$ cat src/core/evt_params.svh
// Register offsets, bit positions and reset values for the event router
`ifndef EVT_PARAMS_SVH
`define EVT_PARAMS_SVH

`define EVT_ADR_CFG       4'h0
`define EVT_ADR_STATUS    4'h4
`define EVT_ADR_SAG_LIM   4'h8
`define EVT_ADR_SURGE_LIM 4'hC

`define EVT_ADR_W         4
`define EVT_CFG_RESET     32'h0000_0000
`define EVT_CFG_WMASK     32'h1FFF_CFFF
`define EVT_LIM_RESET     32'h0000_0000

`define EVT_BIT_HOT_P2    28
`define EVT_BIT_HOT_P1    27
`define EVT_BIT_HOT_CLR   26
`define EVT_BIT_HOT_LAT   25
`define EVT_BIT_HOT_SIM   24
`define EVT_LSB_P2        20
`define EVT_LSB_P1        16
`define EVT_BIT_MAN_B     15
`define EVT_BIT_MAN_A     14
`define EVT_LSB_CLR       8
`define EVT_LSB_LAT       4
`define EVT_LSB_SIM       0

`define EVT_NUM           5
`define EVT_TEMP_W        10

`endif

$ cat src/core/evt_pkg.sv
// Types shared by the event router files
package evt_pkg;
   // Event index order: amps, watts, swell, dip, hot
   typedef enum logic [2:0] {
      EV_AMPS  = 3'h0,
      EV_WATTS = 3'h1,
      EV_SWELL = 3'h2,
      EV_DIP   = 3'h3,
      EV_HOT   = 3'h4
   } event_e;

   typedef enum logic [1:0] {
      NV_IDLE    = 2'h0,
      NV_ARMED   = 2'h1,
      NV_SAVED   = 2'h3
   } nv_state_e;
endpackage : evt_pkg

$ cat src/core/power_event_detect_and_pin_map.sv
// Event detection, latching and routing to two alert pins
// Function
// - Each data-ready compares mean-square voltage with sag and surge limits.
// - Overcurrent and overpower evaluate once per computation cycle.
// - Sag and surge latch through bits 6 and 7 like the other events; they update per sample.
// - Routed sag or surge drives its pin high.
// - RMS current above limit sets overcurrent flag and drives routed pins.
// - Active power above limit sets overpower flag and drives routed pins.
// - Voltage falling through save level starts an energy save.
// - Voltage first above restore level after reset reloads energy; later rises only re-arm the save; gap gives hysteresis.
// - Save and restore set no event flag or status bit.
// - Bits 28,23,22,21,20 route hot,watts,amps,swell,dip to pin b.
// - Bits 27,19,18,17,16 route hot,watts,amps,swell,dip to pin a.
// - Bit 15 drives pin b manually, bit 14 drives pin a.
// - Writing 1 to bits 26,11,10,9,8 clears the matching event.
// - Latch bits 25,7,6,5,4 hold events until cleared, else follow.
// - Test bits 24,3,2,1 inject simulated hot,swell,dip,watts events.
// - Bits 31-29 and 13-12 read as zero.
// - Reset leaves all events unrouted, unlatched, unsimulated, manual zero.
// - Manual pin control only works while nothing is routed there.
// - A clear bit clears the event then returns to zero itself.
// - Overtemperature compares a 10-bit thermistor result with its limit.
// - Bit 0 injects a simulated overcurrent event while set.
`include "evt_params.svh"

module power_event_detect_and_pin_map #(
   parameter int VW = 32,
   parameter int IW = 32,
   parameter int PW = 32
) (
   input  wire logic                    clk_i,
   input  wire logic                    rst_i,
   // Wishbone classic slave
   input  wire logic                    cyc_i,
   input  wire logic                    stb_i,
   input  wire logic                    we_i,
   input  wire logic [`EVT_ADR_W-1:0]   adr_i,
   input  wire logic [3:0]              sel_i,
   input  wire logic [31:0]             dat_i,
   output logic      [31:0]             dat_o,
   output logic                         ack_o,
   // Measurement engine
   input  wire logic                    data_ready_i,
   input  wire logic                    compute_done_i,
   input  wire logic [VW-1:0]           trailing_mean_square_volts_i,
   input  wire logic [VW-1:0]           rms_volts_i,
   input  wire logic [IW-1:0]           rms_amps_i,
   input  wire logic [PW-1:0]           active_watts_i,
   input  wire logic [`EVT_TEMP_W-1:0]  thermistor_i,
   input  wire logic [IW-1:0]           amps_limit_i,
   input  wire logic [PW-1:0]           watts_limit_i,
   input  wire logic [`EVT_TEMP_W-1:0]  hot_limit_i,
   input  wire logic [VW-1:0]           save_trigger_level_i,
   input  wire logic [VW-1:0]           restore_trigger_level_i,
   // Outputs
   output logic                         alert_pin_a_o,
   output logic                         alert_pin_b_o,
   output logic                         nv_save_o,
   output logic                         nv_restore_o
);
   logic [31:0]            cfg_ff;
   logic [VW-1:0]          dip_limit_ff;
   logic [VW-1:0]          swell_limit_ff;
   logic                   wr_stb;
   logic                   bus_req;
   logic [31:0]            byte_mask;
   logic [31:0]            nxt_cfg;
   logic [`EVT_NUM-1:0]    cond;
   logic [`EVT_NUM-1:0]    eval;
   logic [`EVT_NUM-1:0]    sim;
   logic [`EVT_NUM-1:0]    latch;
   logic [`EVT_NUM-1:0]    clear;
   logic [`EVT_NUM-1:0]    route_a;
   logic [`EVT_NUM-1:0]    route_b;
   logic [`EVT_NUM-1:0]    active;
   logic                   nxt_pin_a;
   logic                   nxt_pin_b;

   // Expands byte selects into a bit mask
   function automatic logic [31:0] lane_mask(input logic [3:0] sel);
      lane_mask = {{8{sel[3]}}, {8{sel[2]}}, {8{sel[1]}}, {8{sel[0]}}};
   endfunction : lane_mask

   // Picks one field per event in amps, watts, swell, dip, hot order
   function automatic logic [`EVT_NUM-1:0] pick(input logic [31:0] c, input logic [3:0] lo,
                                                 input int hot_bit);
      pick = {c[hot_bit], c[lo+2'd3], c[lo+2'd2], c[lo+2'd1], c[lo]};
   endfunction : pick

   assign bus_req   = cyc_i && stb_i;
   assign wr_stb    = bus_req && we_i && !ack_o;
   assign byte_mask = lane_mask(sel_i);

   // One wait-free answer per request; ack drops the cycle after it is given
   always_ff @(posedge clk_i) begin
      if (rst_i) begin
         ack_o <= 1'b0;
      end else begin
         ack_o <= bus_req && !ack_o;
      end
   end

   // Clear bits never store, so they read back zero and act once
   always_comb begin
      nxt_cfg = cfg_ff;
      if (wr_stb && adr_i == `EVT_ADR_CFG) begin
         nxt_cfg = (cfg_ff & ~byte_mask) | (dat_i & byte_mask);
      end
      nxt_cfg = nxt_cfg & `EVT_CFG_WMASK;
      nxt_cfg[`EVT_BIT_HOT_CLR] = 1'b0;
      nxt_cfg[`EVT_LSB_CLR +: 4] = 4'h0;
   end

   always_ff @(posedge clk_i) begin
      if (rst_i) begin
         cfg_ff <= `EVT_CFG_RESET;
      end else begin
         cfg_ff <= nxt_cfg;
      end
   end

   // Clear pulses come straight from the write so they act in the write cycle
   always_comb begin
      clear = '0;
      if (wr_stb && adr_i == `EVT_ADR_CFG) begin
         clear = pick(dat_i & byte_mask, `EVT_LSB_CLR, `EVT_BIT_HOT_CLR);
         clear[evt_pkg::EV_AMPS]  = dat_i[`EVT_LSB_CLR + 3] & sel_i[1];
         clear[evt_pkg::EV_WATTS] = dat_i[`EVT_LSB_CLR + 2] & sel_i[1];
         clear[evt_pkg::EV_SWELL] = dat_i[`EVT_LSB_CLR + 1] & sel_i[1];
         clear[evt_pkg::EV_DIP]   = dat_i[`EVT_LSB_CLR] & sel_i[1];
      end
   end

   // Sag and surge limits live in registers here
   always_ff @(posedge clk_i) begin
      if (rst_i) begin
         dip_limit_ff   <= VW'(`EVT_LIM_RESET);
         swell_limit_ff <= VW'(`EVT_LIM_RESET);
      end else if (wr_stb && adr_i == `EVT_ADR_SAG_LIM) begin
         dip_limit_ff   <= VW'((32'(dip_limit_ff) & ~byte_mask) | (dat_i & byte_mask));
      end else if (wr_stb && adr_i == `EVT_ADR_SURGE_LIM) begin
         swell_limit_ff <= VW'((32'(swell_limit_ff) & ~byte_mask) | (dat_i & byte_mask));
      end
   end

   // Read data registered; unmapped addresses read zero
   always_ff @(posedge clk_i) begin
      if (rst_i) begin
         dat_o <= 32'h0000_0000;
      end else if (bus_req && !ack_o) begin
         case (adr_i)
            `EVT_ADR_CFG:       dat_o <= cfg_ff;
            `EVT_ADR_STATUS:    dat_o <= {27'h0000000, active};
            `EVT_ADR_SAG_LIM:   dat_o <= 32'(dip_limit_ff);
            `EVT_ADR_SURGE_LIM: dat_o <= 32'(swell_limit_ff);
            default:            dat_o <= 32'h0000_0000;
         endcase
      end
   end

   // Latch bit order in the word is swell, dip, watts, amps
   always_comb begin
      sim   = pick(cfg_ff, `EVT_LSB_SIM, `EVT_BIT_HOT_SIM);
      sim[evt_pkg::EV_AMPS]  = cfg_ff[`EVT_LSB_SIM];
      sim[evt_pkg::EV_WATTS] = cfg_ff[`EVT_LSB_SIM + 1];
      sim[evt_pkg::EV_DIP]   = cfg_ff[`EVT_LSB_SIM + 2];
      sim[evt_pkg::EV_SWELL] = cfg_ff[`EVT_LSB_SIM + 3];
      latch = '0;
      latch[evt_pkg::EV_AMPS]  = cfg_ff[`EVT_LSB_LAT];
      latch[evt_pkg::EV_WATTS] = cfg_ff[`EVT_LSB_LAT + 1];
      latch[evt_pkg::EV_DIP]   = cfg_ff[`EVT_LSB_LAT + 2];
      latch[evt_pkg::EV_SWELL] = cfg_ff[`EVT_LSB_LAT + 3];
      latch[evt_pkg::EV_HOT]   = cfg_ff[`EVT_BIT_HOT_LAT];
      route_a = '0;
      route_b = '0;
      route_a[evt_pkg::EV_DIP]   = cfg_ff[`EVT_LSB_P1];
      route_a[evt_pkg::EV_SWELL] = cfg_ff[`EVT_LSB_P1 + 1];
      route_a[evt_pkg::EV_AMPS]  = cfg_ff[`EVT_LSB_P1 + 2];
      route_a[evt_pkg::EV_WATTS] = cfg_ff[`EVT_LSB_P1 + 3];
      route_a[evt_pkg::EV_HOT]   = cfg_ff[`EVT_BIT_HOT_P1];
      route_b[evt_pkg::EV_DIP]   = cfg_ff[`EVT_LSB_P2];
      route_b[evt_pkg::EV_SWELL] = cfg_ff[`EVT_LSB_P2 + 1];
      route_b[evt_pkg::EV_AMPS]  = cfg_ff[`EVT_LSB_P2 + 2];
      route_b[evt_pkg::EV_WATTS] = cfg_ff[`EVT_LSB_P2 + 3];
      route_b[evt_pkg::EV_HOT]   = cfg_ff[`EVT_BIT_HOT_P2];
   end

   // Conditions and when each one is sampled
   always_comb begin
      cond = '0;
      eval = '0;
      cond[evt_pkg::EV_DIP]   = trailing_mean_square_volts_i < dip_limit_ff;
      cond[evt_pkg::EV_SWELL] = trailing_mean_square_volts_i > swell_limit_ff;
      cond[evt_pkg::EV_AMPS]  = rms_amps_i > amps_limit_i;
      cond[evt_pkg::EV_WATTS] = active_watts_i > watts_limit_i;
      cond[evt_pkg::EV_HOT]   = thermistor_i > hot_limit_i;
      eval[evt_pkg::EV_DIP]   = data_ready_i;
      eval[evt_pkg::EV_SWELL] = data_ready_i;
      eval[evt_pkg::EV_AMPS]  = compute_done_i;
      eval[evt_pkg::EV_WATTS] = compute_done_i;
      eval[evt_pkg::EV_HOT]   = compute_done_i;
   end

   for (genvar g = 0; g < `EVT_NUM; g++) begin : g_flag
      event_flag u_flag (
         .clk_i    (clk_i),
         .rst_i    (rst_i),
         .eval_i   (eval[g]),
         .cond_i   (cond[g]),
         .sim_i    (sim[g]),
         .latch_i  (latch[g]),
         .clear_i  (clear[g]),
         .active_o (active[g])
      );
   end

   // Routed events own the pin; manual bit only when nothing routed
   always_comb begin
      nxt_pin_a = |route_a ? |(active & route_a) : cfg_ff[`EVT_BIT_MAN_A];
      nxt_pin_b = |route_b ? |(active & route_b) : cfg_ff[`EVT_BIT_MAN_B];
   end

   always_ff @(posedge clk_i) begin
      if (rst_i) begin
         alert_pin_a_o <= 1'b0;
         alert_pin_b_o <= 1'b0;
      end else begin
         alert_pin_a_o <= nxt_pin_a;
         alert_pin_b_o <= nxt_pin_b;
      end
   end

   // Save/restore pulses touch no flag or status bit
   nv_trigger #(
      .W (VW)
   ) u_nv (
      .clk_i                   (clk_i),
      .rst_i                   (rst_i),
      .eval_i                  (data_ready_i),
      .volts_i                 (rms_volts_i),
      .save_trigger_level_i    (save_trigger_level_i),
      .restore_trigger_level_i (restore_trigger_level_i),
      .save_o                  (nv_save_o),
      .restore_o               (nv_restore_o)
   );
endmodule : power_event_detect_and_pin_map

$ cat src/core/event_flag.sv
// One event flag: condition, simulation, latch and self-clearing clear
module event_flag (
   input  wire logic clk_i,
   input  wire logic rst_i,
   input  wire logic eval_i,
   input  wire logic cond_i,
   input  wire logic sim_i,
   input  wire logic latch_i,
   input  wire logic clear_i,
   output logic      active_o
);
   logic seen_ff;
   logic hold_ff;

   // Raw state refreshes only when the source is evaluated
   always_ff @(posedge clk_i) begin
      if (rst_i) begin
         seen_ff <= 1'b0;
      end else if (eval_i) begin
         seen_ff <= cond_i;
      end
   end

   // A new hit wins over a clear in the same cycle
   always_ff @(posedge clk_i) begin
      if (rst_i) begin
         hold_ff <= 1'b0;
      end else if (latch_i && (seen_ff || sim_i)) begin
         hold_ff <= 1'b1;
      end else if (clear_i || !latch_i) begin
         hold_ff <= 1'b0;
      end
   end

   assign active_o = ((seen_ff || sim_i) && !clear_i) || hold_ff;
endmodule : event_flag

$ cat src/core/nv_trigger.sv
// Save/restore trigger with hysteresis between two voltage levels
module nv_trigger #(
   parameter int W = 32
) (
   input  wire logic         clk_i,
   input  wire logic         rst_i,
   input  wire logic         eval_i,
   input  wire logic [W-1:0] volts_i,
   input  wire logic [W-1:0] save_trigger_level_i,
   input  wire logic [W-1:0] restore_trigger_level_i,
   output logic              save_o,
   output logic              restore_o
);
   evt_pkg::nv_state_e state_ff;

   // Restore only on the first sample above the high level after reset, save only on the way down
   always_ff @(posedge clk_i) begin
      if (rst_i) begin
         state_ff  <= evt_pkg::NV_IDLE;
         save_o    <= 1'b0;
         restore_o <= 1'b0;
      end else begin
         save_o    <= 1'b0;
         restore_o <= 1'b0;
         if (eval_i) begin
            case (state_ff)
               evt_pkg::NV_IDLE: begin
                  if (volts_i > restore_trigger_level_i) begin
                     restore_o <= 1'b1;
                     state_ff  <= evt_pkg::NV_ARMED;
                  end
               end
               evt_pkg::NV_ARMED: begin
                  if (volts_i < save_trigger_level_i) begin
                     save_o   <= 1'b1;
                     state_ff <= evt_pkg::NV_SAVED;
                  end
               end
               evt_pkg::NV_SAVED: begin
                  if (volts_i > restore_trigger_level_i) begin
                     state_ff <= evt_pkg::NV_ARMED;
                  end
               end
               default: begin
                  state_ff <= evt_pkg::NV_IDLE;
               end
            endcase
         end
      end
   end
endmodule : nv_trigger

$ cat config.mk
export PLATFORM = sky130hd
export DESIGN_NAME = power_event_detect_and_pin_map
export DESIGN_NICKNAME = d
export VERILOG_FILES = /design/src/core/evt_pkg.sv /design/src/core/power_event_detect_and_pin_map.sv /design/src/core/event_flag.sv /design/src/core/nv_trigger.sv
export VERILOG_INCLUDE_DIRS = /design/src /design/src/core
export SDC_FILE = /design/constraint.sdc
export NUM_CORES = 1
export LEC_CHECK = 0
export ABC_CLOCK_PERIOD_IN_PS = 3050
export BUFFER_PORTS_ARGS = -buffer_cell sky130_fd_sc_hd__buf_2
export CAP_MARGIN = 20
export CORE_MARGIN = 2
export CORE_UTILIZATION = 30
export DETAILED_ROUTE_END_ITERATION = 10
export REMOVE_ABC_BUFFERS = 1
export SLEW_MARGIN = 5
export SYNTH_ARGS = -nofsm -noshare
export SYNTH_HDL_FRONTEND = slang
export SYNTH_HIERARCHICAL = 1
export SYNTH_SLANG_ARGS = --single-unit
$ cat constraint.sdc
create_clock -name clk_i -period 3.05 [get_ports clk_i]
set_clock_uncertainty 0.2 [all_clocks]
set_input_delay 0.1525 -clock clk_i [delete_from_list [all_inputs] [get_ports clk_i]]
set_output_delay 0.1525 -clock clk_i [all_outputs]
set_load 0.05 [all_outputs]
# Yosys cells after proc, flatten, opt, wreduce, memory -nomap -nowiden
# Cells that the tools add are included.
totals:
  word_cells: 131
  n_memories: 0
  output_inout_bits: 37
  inputBits: 323
  rom_bits: 0
  mem_bits_rw: 0
  latchBits: 0
  regBits: 145
classes:
  bitwise_logic: 18
  magnitude_cmp: 7
  shifts: 0
  multipliers: 0
  n_mux: 19
  div: 0
  add_sub_neg: 0
  n_eq_ne: 7
  reduce_logical: 59
ops:
  columns: ["op", "count"]
  rows:
  - ["32-bit bitwise AND", 4]
  - ["32-bit greater-than comparator", 4]
  - ["32-bit case mux with 4 select lines", 1]
  - ["32-bit OR", 3]
  - ["32-bit less-than comparator", 2]
  - ["32-bit NOT", 1]
  - ["5-bit OR reduction", 4]
  - ["1-bit logical AND", 17]
  - ["1-bit logical OR", 15]
  - ["1-bit 2-to-1 mux", 14]
  - ["1-bit logical NOT", 11]
  - ["5-bit bitwise AND", 2]
  - ["10-bit greater-than comparator", 1]
  - ["2-bit nonzero test", 5]
  - ["4-bit equality test (second input constant)", 2]
  - ["3-bit OR reduction", 2]
  - ["5-bit 2-to-1 mux", 1]
  - ["1-bit bitwise AND", 4]
  - ["4-bit by 3-bit equality test with 1-bit output (second input constant)", 1]
  - ["4-bit logical NOT", 1]
  - ["2-bit 2-to-1 mux", 2]
  - ["2-bit by 1-bit != test with 1-bit output (second input constant)", 2]
  - ["1-bit NOT", 4]
  - ["2-bit case mux with 2 select lines", 1]
  - ["other kinds (6)", 6]

# Longest topological paths before layout
# Gate-level depths: netlist of the first run.
logic_depth:
  ltp_word: 11
  mapped_depth: 11
  mapped_depth_nobuf: 10

# By module
# Netlist of the first run, hierarchy kept.
modules_own_cells:
  columns: ["module", "cells_per_inst", "area_per_inst_um2", "instances"]
  rows:
  - ["power_event_detect_and_pin_map", 998, 8486.9, 1]
  - ["nv_trigger", 249, 1800.5, 1]
  - ["event_flag", 9, 83.8, 5]

# Least setup slack after synthesis of the first run
# Ideal clock, no wire load.
synth_path:
  path_kind: "flip-flop to flip-flop"
  startpoint: "register ack_o"
  endpoint: "register dat_o[4]"
  n_path_buf: 1
  period_less_slack_ns: 2.367
  path_slack_ns: 0.683
  arrival_time_ns: 2.040
  path_stages_with_launch: 11
  cell_sequence: "dfxtp_1 -> nor2_2 -> buf_6 -> nand4_4 -> nor2_1 -> o21bai_1 -> mux2_1 -> a22oi_1 -> a21oi_1 -> a21oi_1 -> nor2_1"
synth_via:
  elab_chain_len: 8
synth_lines:
  columns: ["element", "line_no", "rtl"]
  rows:
  - ["start, declared", "power_event_detect_and_pin_map.sv:41", "output logic ack_o,"]
  - ["start signal, assigned", "power_event_detect_and_pin_map.sv:99", "ack_o <= bus_req && !ack_o;"]
  - ["1-bit logical NOT", "power_event_detect_and_pin_map.sv:91", "assign wr_stb = bus_req && we_i && !ack_o;"]
  - ["1-bit logical AND", "power_event_detect_and_pin_map.sv:91", null]
  - ["1-bit logical AND (no source line)", null, null]
  - ["5-bit 2-to-1 mux", "power_event_detect_and_pin_map.sv:125", "if (wr_stb && adr_i == `EVT_ADR_CFG) begin"]
  - ["net clear[4]", "power_event_detect_and_pin_map.sv:72", "logic [`EVT_NUM-1:0] clear;"]
  - ["1-bit logical NOT", "event_flag.sv:35", "assign active_o = ((seen_ff || sim_i) && !clear_i) || hold_ff;"]
  - ["1-bit logical AND", "event_flag.sv:35", null]
  - ["1-bit logical OR", "event_flag.sv:35", null]
  - ["net active[4]", "power_event_detect_and_pin_map.sv:75", "logic [`EVT_NUM-1:0] active;"]
  - ["32-bit case mux with 4 select lines", "power_event_detect_and_pin_map.sv:151", "case (adr_i)"]
  - ["end signal, assigned", "power_event_detect_and_pin_map.sv:152", "`EVT_ADR_CFG: dat_o <= cfg_ff;"]
  - ["end signal, assigned", "power_event_detect_and_pin_map.sv:153", "`EVT_ADR_STATUS: dat_o <= {27'h0000000, active};"]
  - ["end signal, assigned", "power_event_detect_and_pin_map.sv:154", "`EVT_ADR_SAG_LIM: dat_o <= 32'(dip_limit_ff);"]
  - ["end, declared", "power_event_detect_and_pin_map.sv:40", "output logic [31:0] dat_o,"]
# The timed path passes the listed nets, and every way through them passes these cells.
# A chain may end at the register's enable or synchronous reset.

# Worst setup path in the final report of the first run
layout_path:
  startpoint: "register ack_o"
  endpoint: "register dat_o[1]"
# Same word-level chain as after synthesis.

==> results of run 1 <==
## worst max-delay path: cells and delay by family, from the launching register on
| kind | cells | cell delay, ns |
|---|---|---|
| simple gates | 4 | 0.77 |
| compound gates | 4 | 0.53 |
| buf+inv | 1 | 0.19 |
| mux | 1 | 0.32 |
| flops | 1 | 0.33 |
## area by class of cell
class | instances | area share
Multi-Input combinational cell | 914 | 0.503
Inverter | 209 | 0.0560
Antenna cell | 10 | 0.00179
Sequential cell | 135 | 0.193
Timing Repair Buffer | 410 | 0.163
Clock buffer | 17 | 0.0304
Clock inverter | 15 | 0.0119
Tap cell | 461 | 0.0412
## power by group through the flow
stage	logic, mW	registers (mW)	clock network (mW)
after detailed placement	0.952	1.82	0
after floorplan	0.472	1.83	0
after CTS	0.998	1.78	2.16
after global placement	0.925	1.82	0
after global routing	1.13	1.79	2.23
final	0.994	1.78	2.10
## path summary, 6_finish.rpt
| path | endpoint | slack [ns] | depth (start not counted) |
|---|---|---|---|
| setup / recovery | dat_o[1]$_SDFFE_PP0P_ | 0.57 | 10 |
| setup reg to reg | dat_o[1]$_SDFFE_PP0P_ | 0.57 | 10 |
| hold reg to reg | dat_o[18]$_SDFFE_PP0P_ | 0.28 | 2 |
| hold / removal | g_flag[4].u_flag/seen_ff$_SDFFE_PP0P_ | 0.02 | 5 |
## cell usage after synthesis, types with 17 or more instances
cell type  number  share of area
a21oi_1       133          0.062
a22oi_1        37          0.026
and4_1         18          0.015
clkbuf_1       17         0.0060
dfxtp_1       135           0.25
ha_1          203           0.24
inv_1         209          0.073
mux2i_1        91          0.085
nand2_1        74          0.026
nand3_1        19         0.0089
nand4_1        25          0.015
nor2_1        156          0.055
o21ai_0        20         0.0093
## timing repair
item | 4_1_cts | 5_1_grt
setup buffers | 0 | 0
hold buffers | 35 | 0
gates resized for setup | 0 | 0
hold endpoints to repair | 91 | 0
## kinds of logic after synthesis
group	synth area share
AO/OA/AOI/OAI	0.157
multiplexers	0.0903
adder cells (fa/ha/maj)	0.237
buffers and inverters	0.0907
AND/OR/NAND/NOR	0.173
flip-flops	0.252
## metrics by stage
| stage | setup TNS [ns] | util | power, mW | std cells |
|---|---|---|---|---|
| final | 0 | 0.396 | 4.88 | 2171 |
| after global routing | 0 | 0.396 | 5.15 | 2167 |
| after CTS | 0 | 0.395 | 4.94 | 2161 |
| after detailed placement | 0 | 0.369 | 2.78 | 2094 |
| after global placement | 0 | 0.369 | 2.75 | 2094 |
| after floorplan | -2.85 | - | 2.30 | 1258 |
## routing by layer
layer,vias up,global-route usage,part of all wire
met3,41,0.0378,0.063
met4,4,0.0446,0.014
met5,-,0,0.00052
li1,5329,-,-
met1,4837,0.233,0.44
met2,321,0.347,0.48
==> flow_summary.ini, run 1 <==
[clock_tree]
cts_tree = built
root_buffer = clkbuf_16
numCtsBuffers = 17
clkSlewWorstSetupHoldPaths_ns = 0.06
htreeDepth = 4
cts_max_path_buffers = 2
clock_latency_ns = 0.43
clkSinkCount = 135

[layout]
finalNetCount = 2213
layout_common_cells = buf_2, inv_1, ha_1
drive_gt1_frac = 0.254
regArea_mm2 = 0.00270
multiInputGateArea_mm2 = 0.00705
area_growth_pct = 30.9
fill_cells = 3605
final_area_mm2 = 0.0140
final_common_cell = buf_2

[routing]
wl_per_cell_um = 16.7
drc = 0
wl_um = 36300
detail-route-antenna-nets = 0
vias = 10532
drtIter0Drc = 487
vias_per_cell = 4.85
dr.pass1.iters = 5

[worst_setup_path]
path_cells = nor2_2 > buf_4 > and4_1 > and2_1 > o21bai_1 > mux2_1 > a22oi_1 > a21oi_1 > a21oi_1 > nor2_1
critPathArrivalTime_ns = 2.55
path_class = flop to flop
critPathMaxStageDelay_ns = 0.36
crit_path_start = ack_o$_SDFF_PP0_
crit_path_start_kind = flop
cp_slowest_cell = and4_1
r2r_start = ack_o$_SDFF_PP0_
path_max_fanout = 6
worst_path_most_repeated_cell = a21oi_1
worstPathRequired_ns = 3.13
end_kind = flop

[placement]
place_area_mm2 = 0.0130
dpl_worst_slack_ns = 0.405
io_buffer_count = 359
dpl.hpwl_um = 30000
gp_congestion = 0.961

[global_routing]
antenna_found_initial = 11
grt_pass1_wl_um = 55400
gr-total-overflow = 0
grt_pass1_vias = 10597
track_usage = 0.192
grt_max_degree = 77

[pwr]
power_density_mw_per_mm2 = 348
p_leak_nw = 7.29
pwr-share-comb = 0.204
switching_share = 0.291
p_sw_mw = 1.42
seqPwrFrac = 0.366
clkPwrFrac = 0.431
intPower_mw = 3.46
peakVddDrop_mv = 0.353

[die]
die_w_um = 193
initial_utilization = 0.302
ios = 360
core_mm2 = 0.0354
die_y_um = 193
std_cell_rows = 69
dieArea_mm2 = 0.0372

[worst_hold_path]
hp-start = hot_limit_i[0]
hp-class = input port to flop

[synthesis]
yosysSeqAreaShare = 0.252
syn_area_mm2 = 0.0107
async_reset_ff_frac = 0
yosysUniqueCellTypes = 62
syn_inst = 1292
synth_top_flop_cell = dfxtp_1
syn_avg_cell_area_um2 = 8.29
yosysWarnings = 6
synth_edf_count = 0
ys_ff_latch = 135

[timing]
final_hold_viol_count = 0
rsz0062_at_grt = false
holdWs_ns = 0.0157
worst_pin_slew_ns = 0.855
slew-limit-headroom = 0.430
fin_ws_ns = 0.573
finalCriticalPeriod_ns = 2.48
finalSetupViolCount = 0
max_freq_ghz = 0.404
fin_crit_sh = 0.812
slew_viol_final = 0

[job]
maxCapViolCount = 0

[run_status]
outcome = finished clean
Note: power is estimated with default switching activity, not from simulation.
==> run 2: changes to the inputs <==
ABC_CLOCK_PERIOD_IN_PS = 2200   (was 3050)
clock period = 2.2 ns   (was 3.05 ns; I/O delays follow)
==> flow_summary.ini, run 2 (synthesized netlist as in run 1, its figures left out) <==
[run_status]
outcome = finished clean

[clock_tree]
numCtsBuffers = 17
htreeDepth = 4
cts_max_path_buffers = 2
clkSlewWorstSetupHoldPaths_ns = 0.07
cts_tree = built
clock_latency_ns = 0.43
clkSinkCount = 135
root_buffer = clkbuf_16

[timing]
slew_viol_final = 0
worst_pin_slew_ns = 0.552
slew-limit-headroom = 0.622
max_freq_ghz = 0.458
final_hold_viol_count = 0
finalSetupViolCount = 0
fin_crit_sh = 0.992
rsz0062_at_grt = true
finalCriticalPeriod_ns = 2.18
holdWs_ns = 0.00967

[placement]
gp_congestion = 0.946
io_buffer_count = 359
place_area_mm2 = 0.0133
dpl.hpwl_um = 30100
placed_cells = 2118

[routing]
dr.pass1.iters = 5
vias_per_cell = 4.86
drc = 0
wl_per_cell_um = 16.8
wl_um = 37000
vias = 10677
drtIter0Drc = 491
detail-route-antenna-nets = 0

[die]
ios = 360
die_w_um = 193
initial_utilization = 0.302
die_y_um = 193
std_cell_rows = 69
dieArea_mm2 = 0.0372
core_mm2 = 0.0354

[layout]
finalNetCount = 2243
fill_cells = 3615
multiInputGateArea_mm2 = 0.00726
final_area_mm2 = 0.0145
regArea_mm2 = 0.00273
layout_common_cells = buf_2, inv_1, ha_1
drive_gt1_frac = 0.294
finish.utilization = 0.410
final_common_cell = buf_2
area_growth_pct = 35.5
layout.cells.non_filler = 2198

[worst_setup_path]
path_class = flop to flop
end_kind = flop
crit_path_start_kind = flop
path_max_fanout = 2
worstPathRequired_ns = 2.36
critPathArrivalTime_ns = 2.35

[job]
maxCapViolCount = 0

[pwr]
p_leak_nw = 7.47
power_density_mw_per_mm2 = 466
peakVddDrop_mv = 0.505

[global_routing]
track_usage = 0.192
antenna_found_initial = 12
gr-total-overflow = 0
grt_pass1_wl_um = 55200
grt_pass1_vias = 10722
grt_max_degree = 42

[worst_hold_path]
hp-class = input port to flop
==> run 2: cell types whose count changed in the layout (fill, tap and decap cells not counted), sizes merged <==
cell,previous run,this run
buf,375,402
bufinv,2,1
clkbuf,17,18
clkinvlp,1,2
diode,10,7
dlygate4sd3,35,38
inv,217,216
==> run 2: worst paths after layout <==
check                 from                                    end  slack [ns]  depth (start not counted)
hold / removal    sel_i[3]                                   flop        0.01                          4
hold reg to reg       flop  g_flag[0].u_flag/hold_ff$_SDFFE_PP0P_        0.27                          2
setup reg to reg      flop  g_flag[3].u_flag/seen_ff$_SDFFE_PP0P_        0.02                          8
setup / recovery      flop  g_flag[3].u_flag/seen_ff$_SDFFE_PP0P_        0.02                          8
==> run 2: cell type report <==
| type | instances | area share |
|---|---|---|
| multi-input combinational | 914 | 0.501 |
| sequential | 135 | 0.188 |
| timing repair buffer | 440 | 0.176 |
| inverter | 209 | 0.0541 |
| tap | 461 | 0.0398 |
| clock buffer | 18 | 0.0303 |
| clock inverter | 14 | 0.00940 |
| antenna | 7 | 0.00121 |
==> run 2: repair_timing <==
action / CTS / global route
gates resized for setup: 5 / 55
pin swaps: 2 / 18
buffers inserted: 0 / 3
hold buffers: 38 / 0
endpoints found under the hold margin: 101 / 0
setup endpoints to repair: 2 / 8
==> run 2: power by group <==
| part | total (mW) | internal (mW) | leakage (nW) | switching [mW] |
|---|---|---|---|---|
| clock | 2.83 | 1.61 | 0.280 | 1.22 |
| sequential | 2.47 | 2.46 | 1.10 | 0.0127 |
| combinational | 1.46 | 0.687 | 6.09 | 0.773 |
| total | 6.76 | 4.76 | 7.47 | 2.00 |
==> run 2: layer usage <==
metal	vias to the layer above	part of all wire	GRT usage
li1	5386	-	-
met2	310	0.48	0.340
met4	10	0.024	0.0603
met5	-	0.0017	0
met1	4917	0.43	0.228
met3	54	0.067	0.0471
==> run 2: metrics by stage <==
step / power, mW / worst slack [ns] / setup TNS (ns)
3_5_place_dp: 3.89 / -0.149 / -0.460
6_report: 6.76 / 0.0167 / 0
5_1_grt: 7.12 / -0.0802 / -0.144
3_3_place_gp: 3.85 / -0.0254 / -0.0485
2_1_floorplan: 3.19 / -0.904 / -59.09
4_1_cts: 6.80 / 0.00554 / 0
==> run 2: worst max-delay path, stage by stage, from the launching register on <==
cell       delay [ns]
dfxtp_2          0.32
inv_1            0.08
ha_4             0.21
a2111oi_4        0.37
o311ai_2         0.16
a2111o_1         0.47
a21oi_2          0.15
mux2i_1          0.08
nor2_1           0.08
==> run 3: changes to the inputs <==
ABC_CLOCK_PERIOD_IN_PS = 2400   (was 2200)
CELL_PAD_IN_SITES_DETAIL_PLACEMENT = 1   (was not set)
CELL_PAD_IN_SITES_GLOBAL_PLACEMENT = 2   (was not set)
CORE_UTILIZATION = 29   (was 30)
PLACE_DENSITY_LB_ADDON = 0.1   (was not set)
clock period = 2.4 ns   (was 2.2 ns; I/O delays follow)
==> flow_summary.ini, run 3 (synthesized netlist as in run 1, its figures left out) <==
[run_status]
violations = negative hold slack
outcome = complete, but fails checks

[clock_tree]
cts_max_path_buffers = 2
htreeDepth = 4
clock_latency_ns = 0.43
clkSinkCount = 135
cts_tree = built
numCtsBuffers = 17
post_cts_buffers = 0
clkSlewWorstSetupHoldPaths_ns = 0.07
root_buffer = clkbuf_16

[die]
core_mm2 = 0.0365
ios = 360
initial_utilization = 0.293
std_cell_rows = 70
dieArea_mm2 = 0.0385
die_y_um = 196
die_w_um = 196

[routing]
vias = 10470
drtIter0Drc = 278
drc = 0
vias_per_cell = 4.80
wl_um = 38300
detail-route-antenna-nets = 0
wl_per_cell_um = 17.6
dr.pass1.iters = 4

[worst_setup_path]
end_kind = flop
path_max_fanout = 3
r2r_setup_slack_ns = 0.13
ff2ff_path_depth = 9
critPathArrivalTime_ns = 2.36
cp_slowest_cell = a221o_1
r2r-end = g_flag[2].u_flag/seen_ff$_SDFFE_PP0P_
crit_path_start_kind = flop
path_class = flop to flop
critPathMaxStageDelay_ns = 0.36
crit_end = g_flag[2].u_flag/seen_ff$_SDFFE_PP0P_
worstPathRequired_ns = 2.48
path_cells = inv_1 > ha_1 > a21oi_1 > o21ai_0 > a221o_1 > o31ai_1 > a22oi_1 > mux2i_1 > nor2_1

[timing]
finalSetupViolCount = 0
slew-limit-headroom = 0.555
slew_viol_final = 0
fin_crit_sh = 0.948
worst_pin_slew_ns = 0.668
rsz0062_at_grt = false
final_hold_viol_count = 2
finalCriticalPeriod_ns = 2.27
fin_ws_ns = 0.125
max_freq_ghz = 0.440
holdWs_ns = -0.0140

[global_routing]
track_usage = 0.201
gr-total-overflow = 0
grt_max_degree = 54
antenna_found_initial = 7
grt_pass1_vias = 11282
grt_pass1_wl_um = 60500

[pwr]
power_density_mw_per_mm2 = 442
p_leak_nw = 7.33
peakVddDrop_mv = 0.278

[placement]
gp_congestion = 0.796
dpl_worst_slack_ns = -0.0674
io_buffer_count = 359
dpl.hpwl_um = 31500

[layout]
finish.utilization = 0.387
area_growth_pct = 31.9
fill_cells = 4477
layout_common_cells = buf_2, inv_1, ha_1
drive_gt1_frac = 0.258
finalNetCount = 2222
final_common_cell = buf_2

[job]
maxCapViolCount = 0

[worst_hold_path]
hp-class = input port to flop
==> run 3: cell types whose count changed in the layout (fill, tap and decap cells not counted), sizes merged <==
| cell | before | now |
|---|---|---|
| buf | 402 | 384 |
| inv | 216 | 218 |
| dlygate4sd3 | 38 | 35 |
| clkinv | 4 | 2 |
| diode | 7 | 3 |
==> run 3: routing by layer <==
layer	GRT usage	vias to the layer above	wire length (µm)
met5	0	-	44
met4	0.0457	6	468
met3	0.0356	33	1510
met2	0.368	215	18900
met1	0.244	4889	17400
li1	-	5327	-
==> run 3: area by class of cell <==
| type | instances | area [µm²] | share of cell area |
|---|---|---|---|
| Antenna cell | 3 | 7.51 | 0.000532 |
| Clock buffer | 18 | 439 | 0.0311 |
| Clock inverter | 14 | 156 | 0.0111 |
| Inverter | 209 | 785 | 0.0556 |
| Multi-Input combinational cell | 914 | 7050 | 0.500 |
| Sequential cell | 135 | 2700 | 0.191 |
| Tap cell | 468 | 586 | 0.0415 |
| Timing Repair Buffer | 419 | 2390 | 0.169 |
==> run 3: how the worst min path moves through the flow <==
| stage | start | to | slack (ns) | cells past startpoint |
|---|---|---|---|---|
| finish | rst_i | flop | -0.01 | 2 |
| global route | rst_i | flop | 0.01 | 2 |
| CTS | rst_i | flop | 0.003 | 2 |
| detailed placement | dat_i[30] | flop | 0.18 | 3 |
| global placement | dat_i[29] | flop | 0.18 | 3 |
| floorplan | rst_i | alert_pin_a_o$_SDFF_PP0_ | -0.01 | 1 |
==> run 3: power breakdown <==
group          switching (mW)  total (mW)  internal [mW]
clock network            1.18        2.69           1.51
logic                   0.682        1.28          0.598
registers              0.0133        2.27           2.26
==> run 3: critical path: cells and delay by family, from the launching register on <==
| family | cells | cell delay [ns] |
|---|---|---|
| buf+inv | 1 | 0.05 |
| flops | 1 | 0.35 |
| fa+ha+maj | 1 | 0.31 |
| simple gates | 1 | 0.05 |
| compound gates | 5 | 1.02 |
| mux | 1 | 0.14 |
==> run 3: metrics by stage <==
stage | area, µm² | power, mW | cells | setup TNS [ns] | hold slack, ns
after floorplan | 10500 | 2.92 | 1258 | -41.43 | -0.0106
after global placement | 13200 | 3.54 | 2110 | 0 | 0.175
after detailed placement | 13200 | 3.57 | 2110 | -0.0674 | 0.184
after CTS | 14100 | 6.34 | 2177 | 0 | 0.00292
after global routing | 14100 | 6.59 | 2179 | 0 | 0.0146
final | 14100 | 6.24 | 2180 | 0 | -0.0140
==> run 3: timing repair <==
item,4_1_cts,5_1_grt
hold endpoints to repair,93,0
hold buffers,35,0
gates resized for setup,0,1
endpoints found under the setup margin,0,1
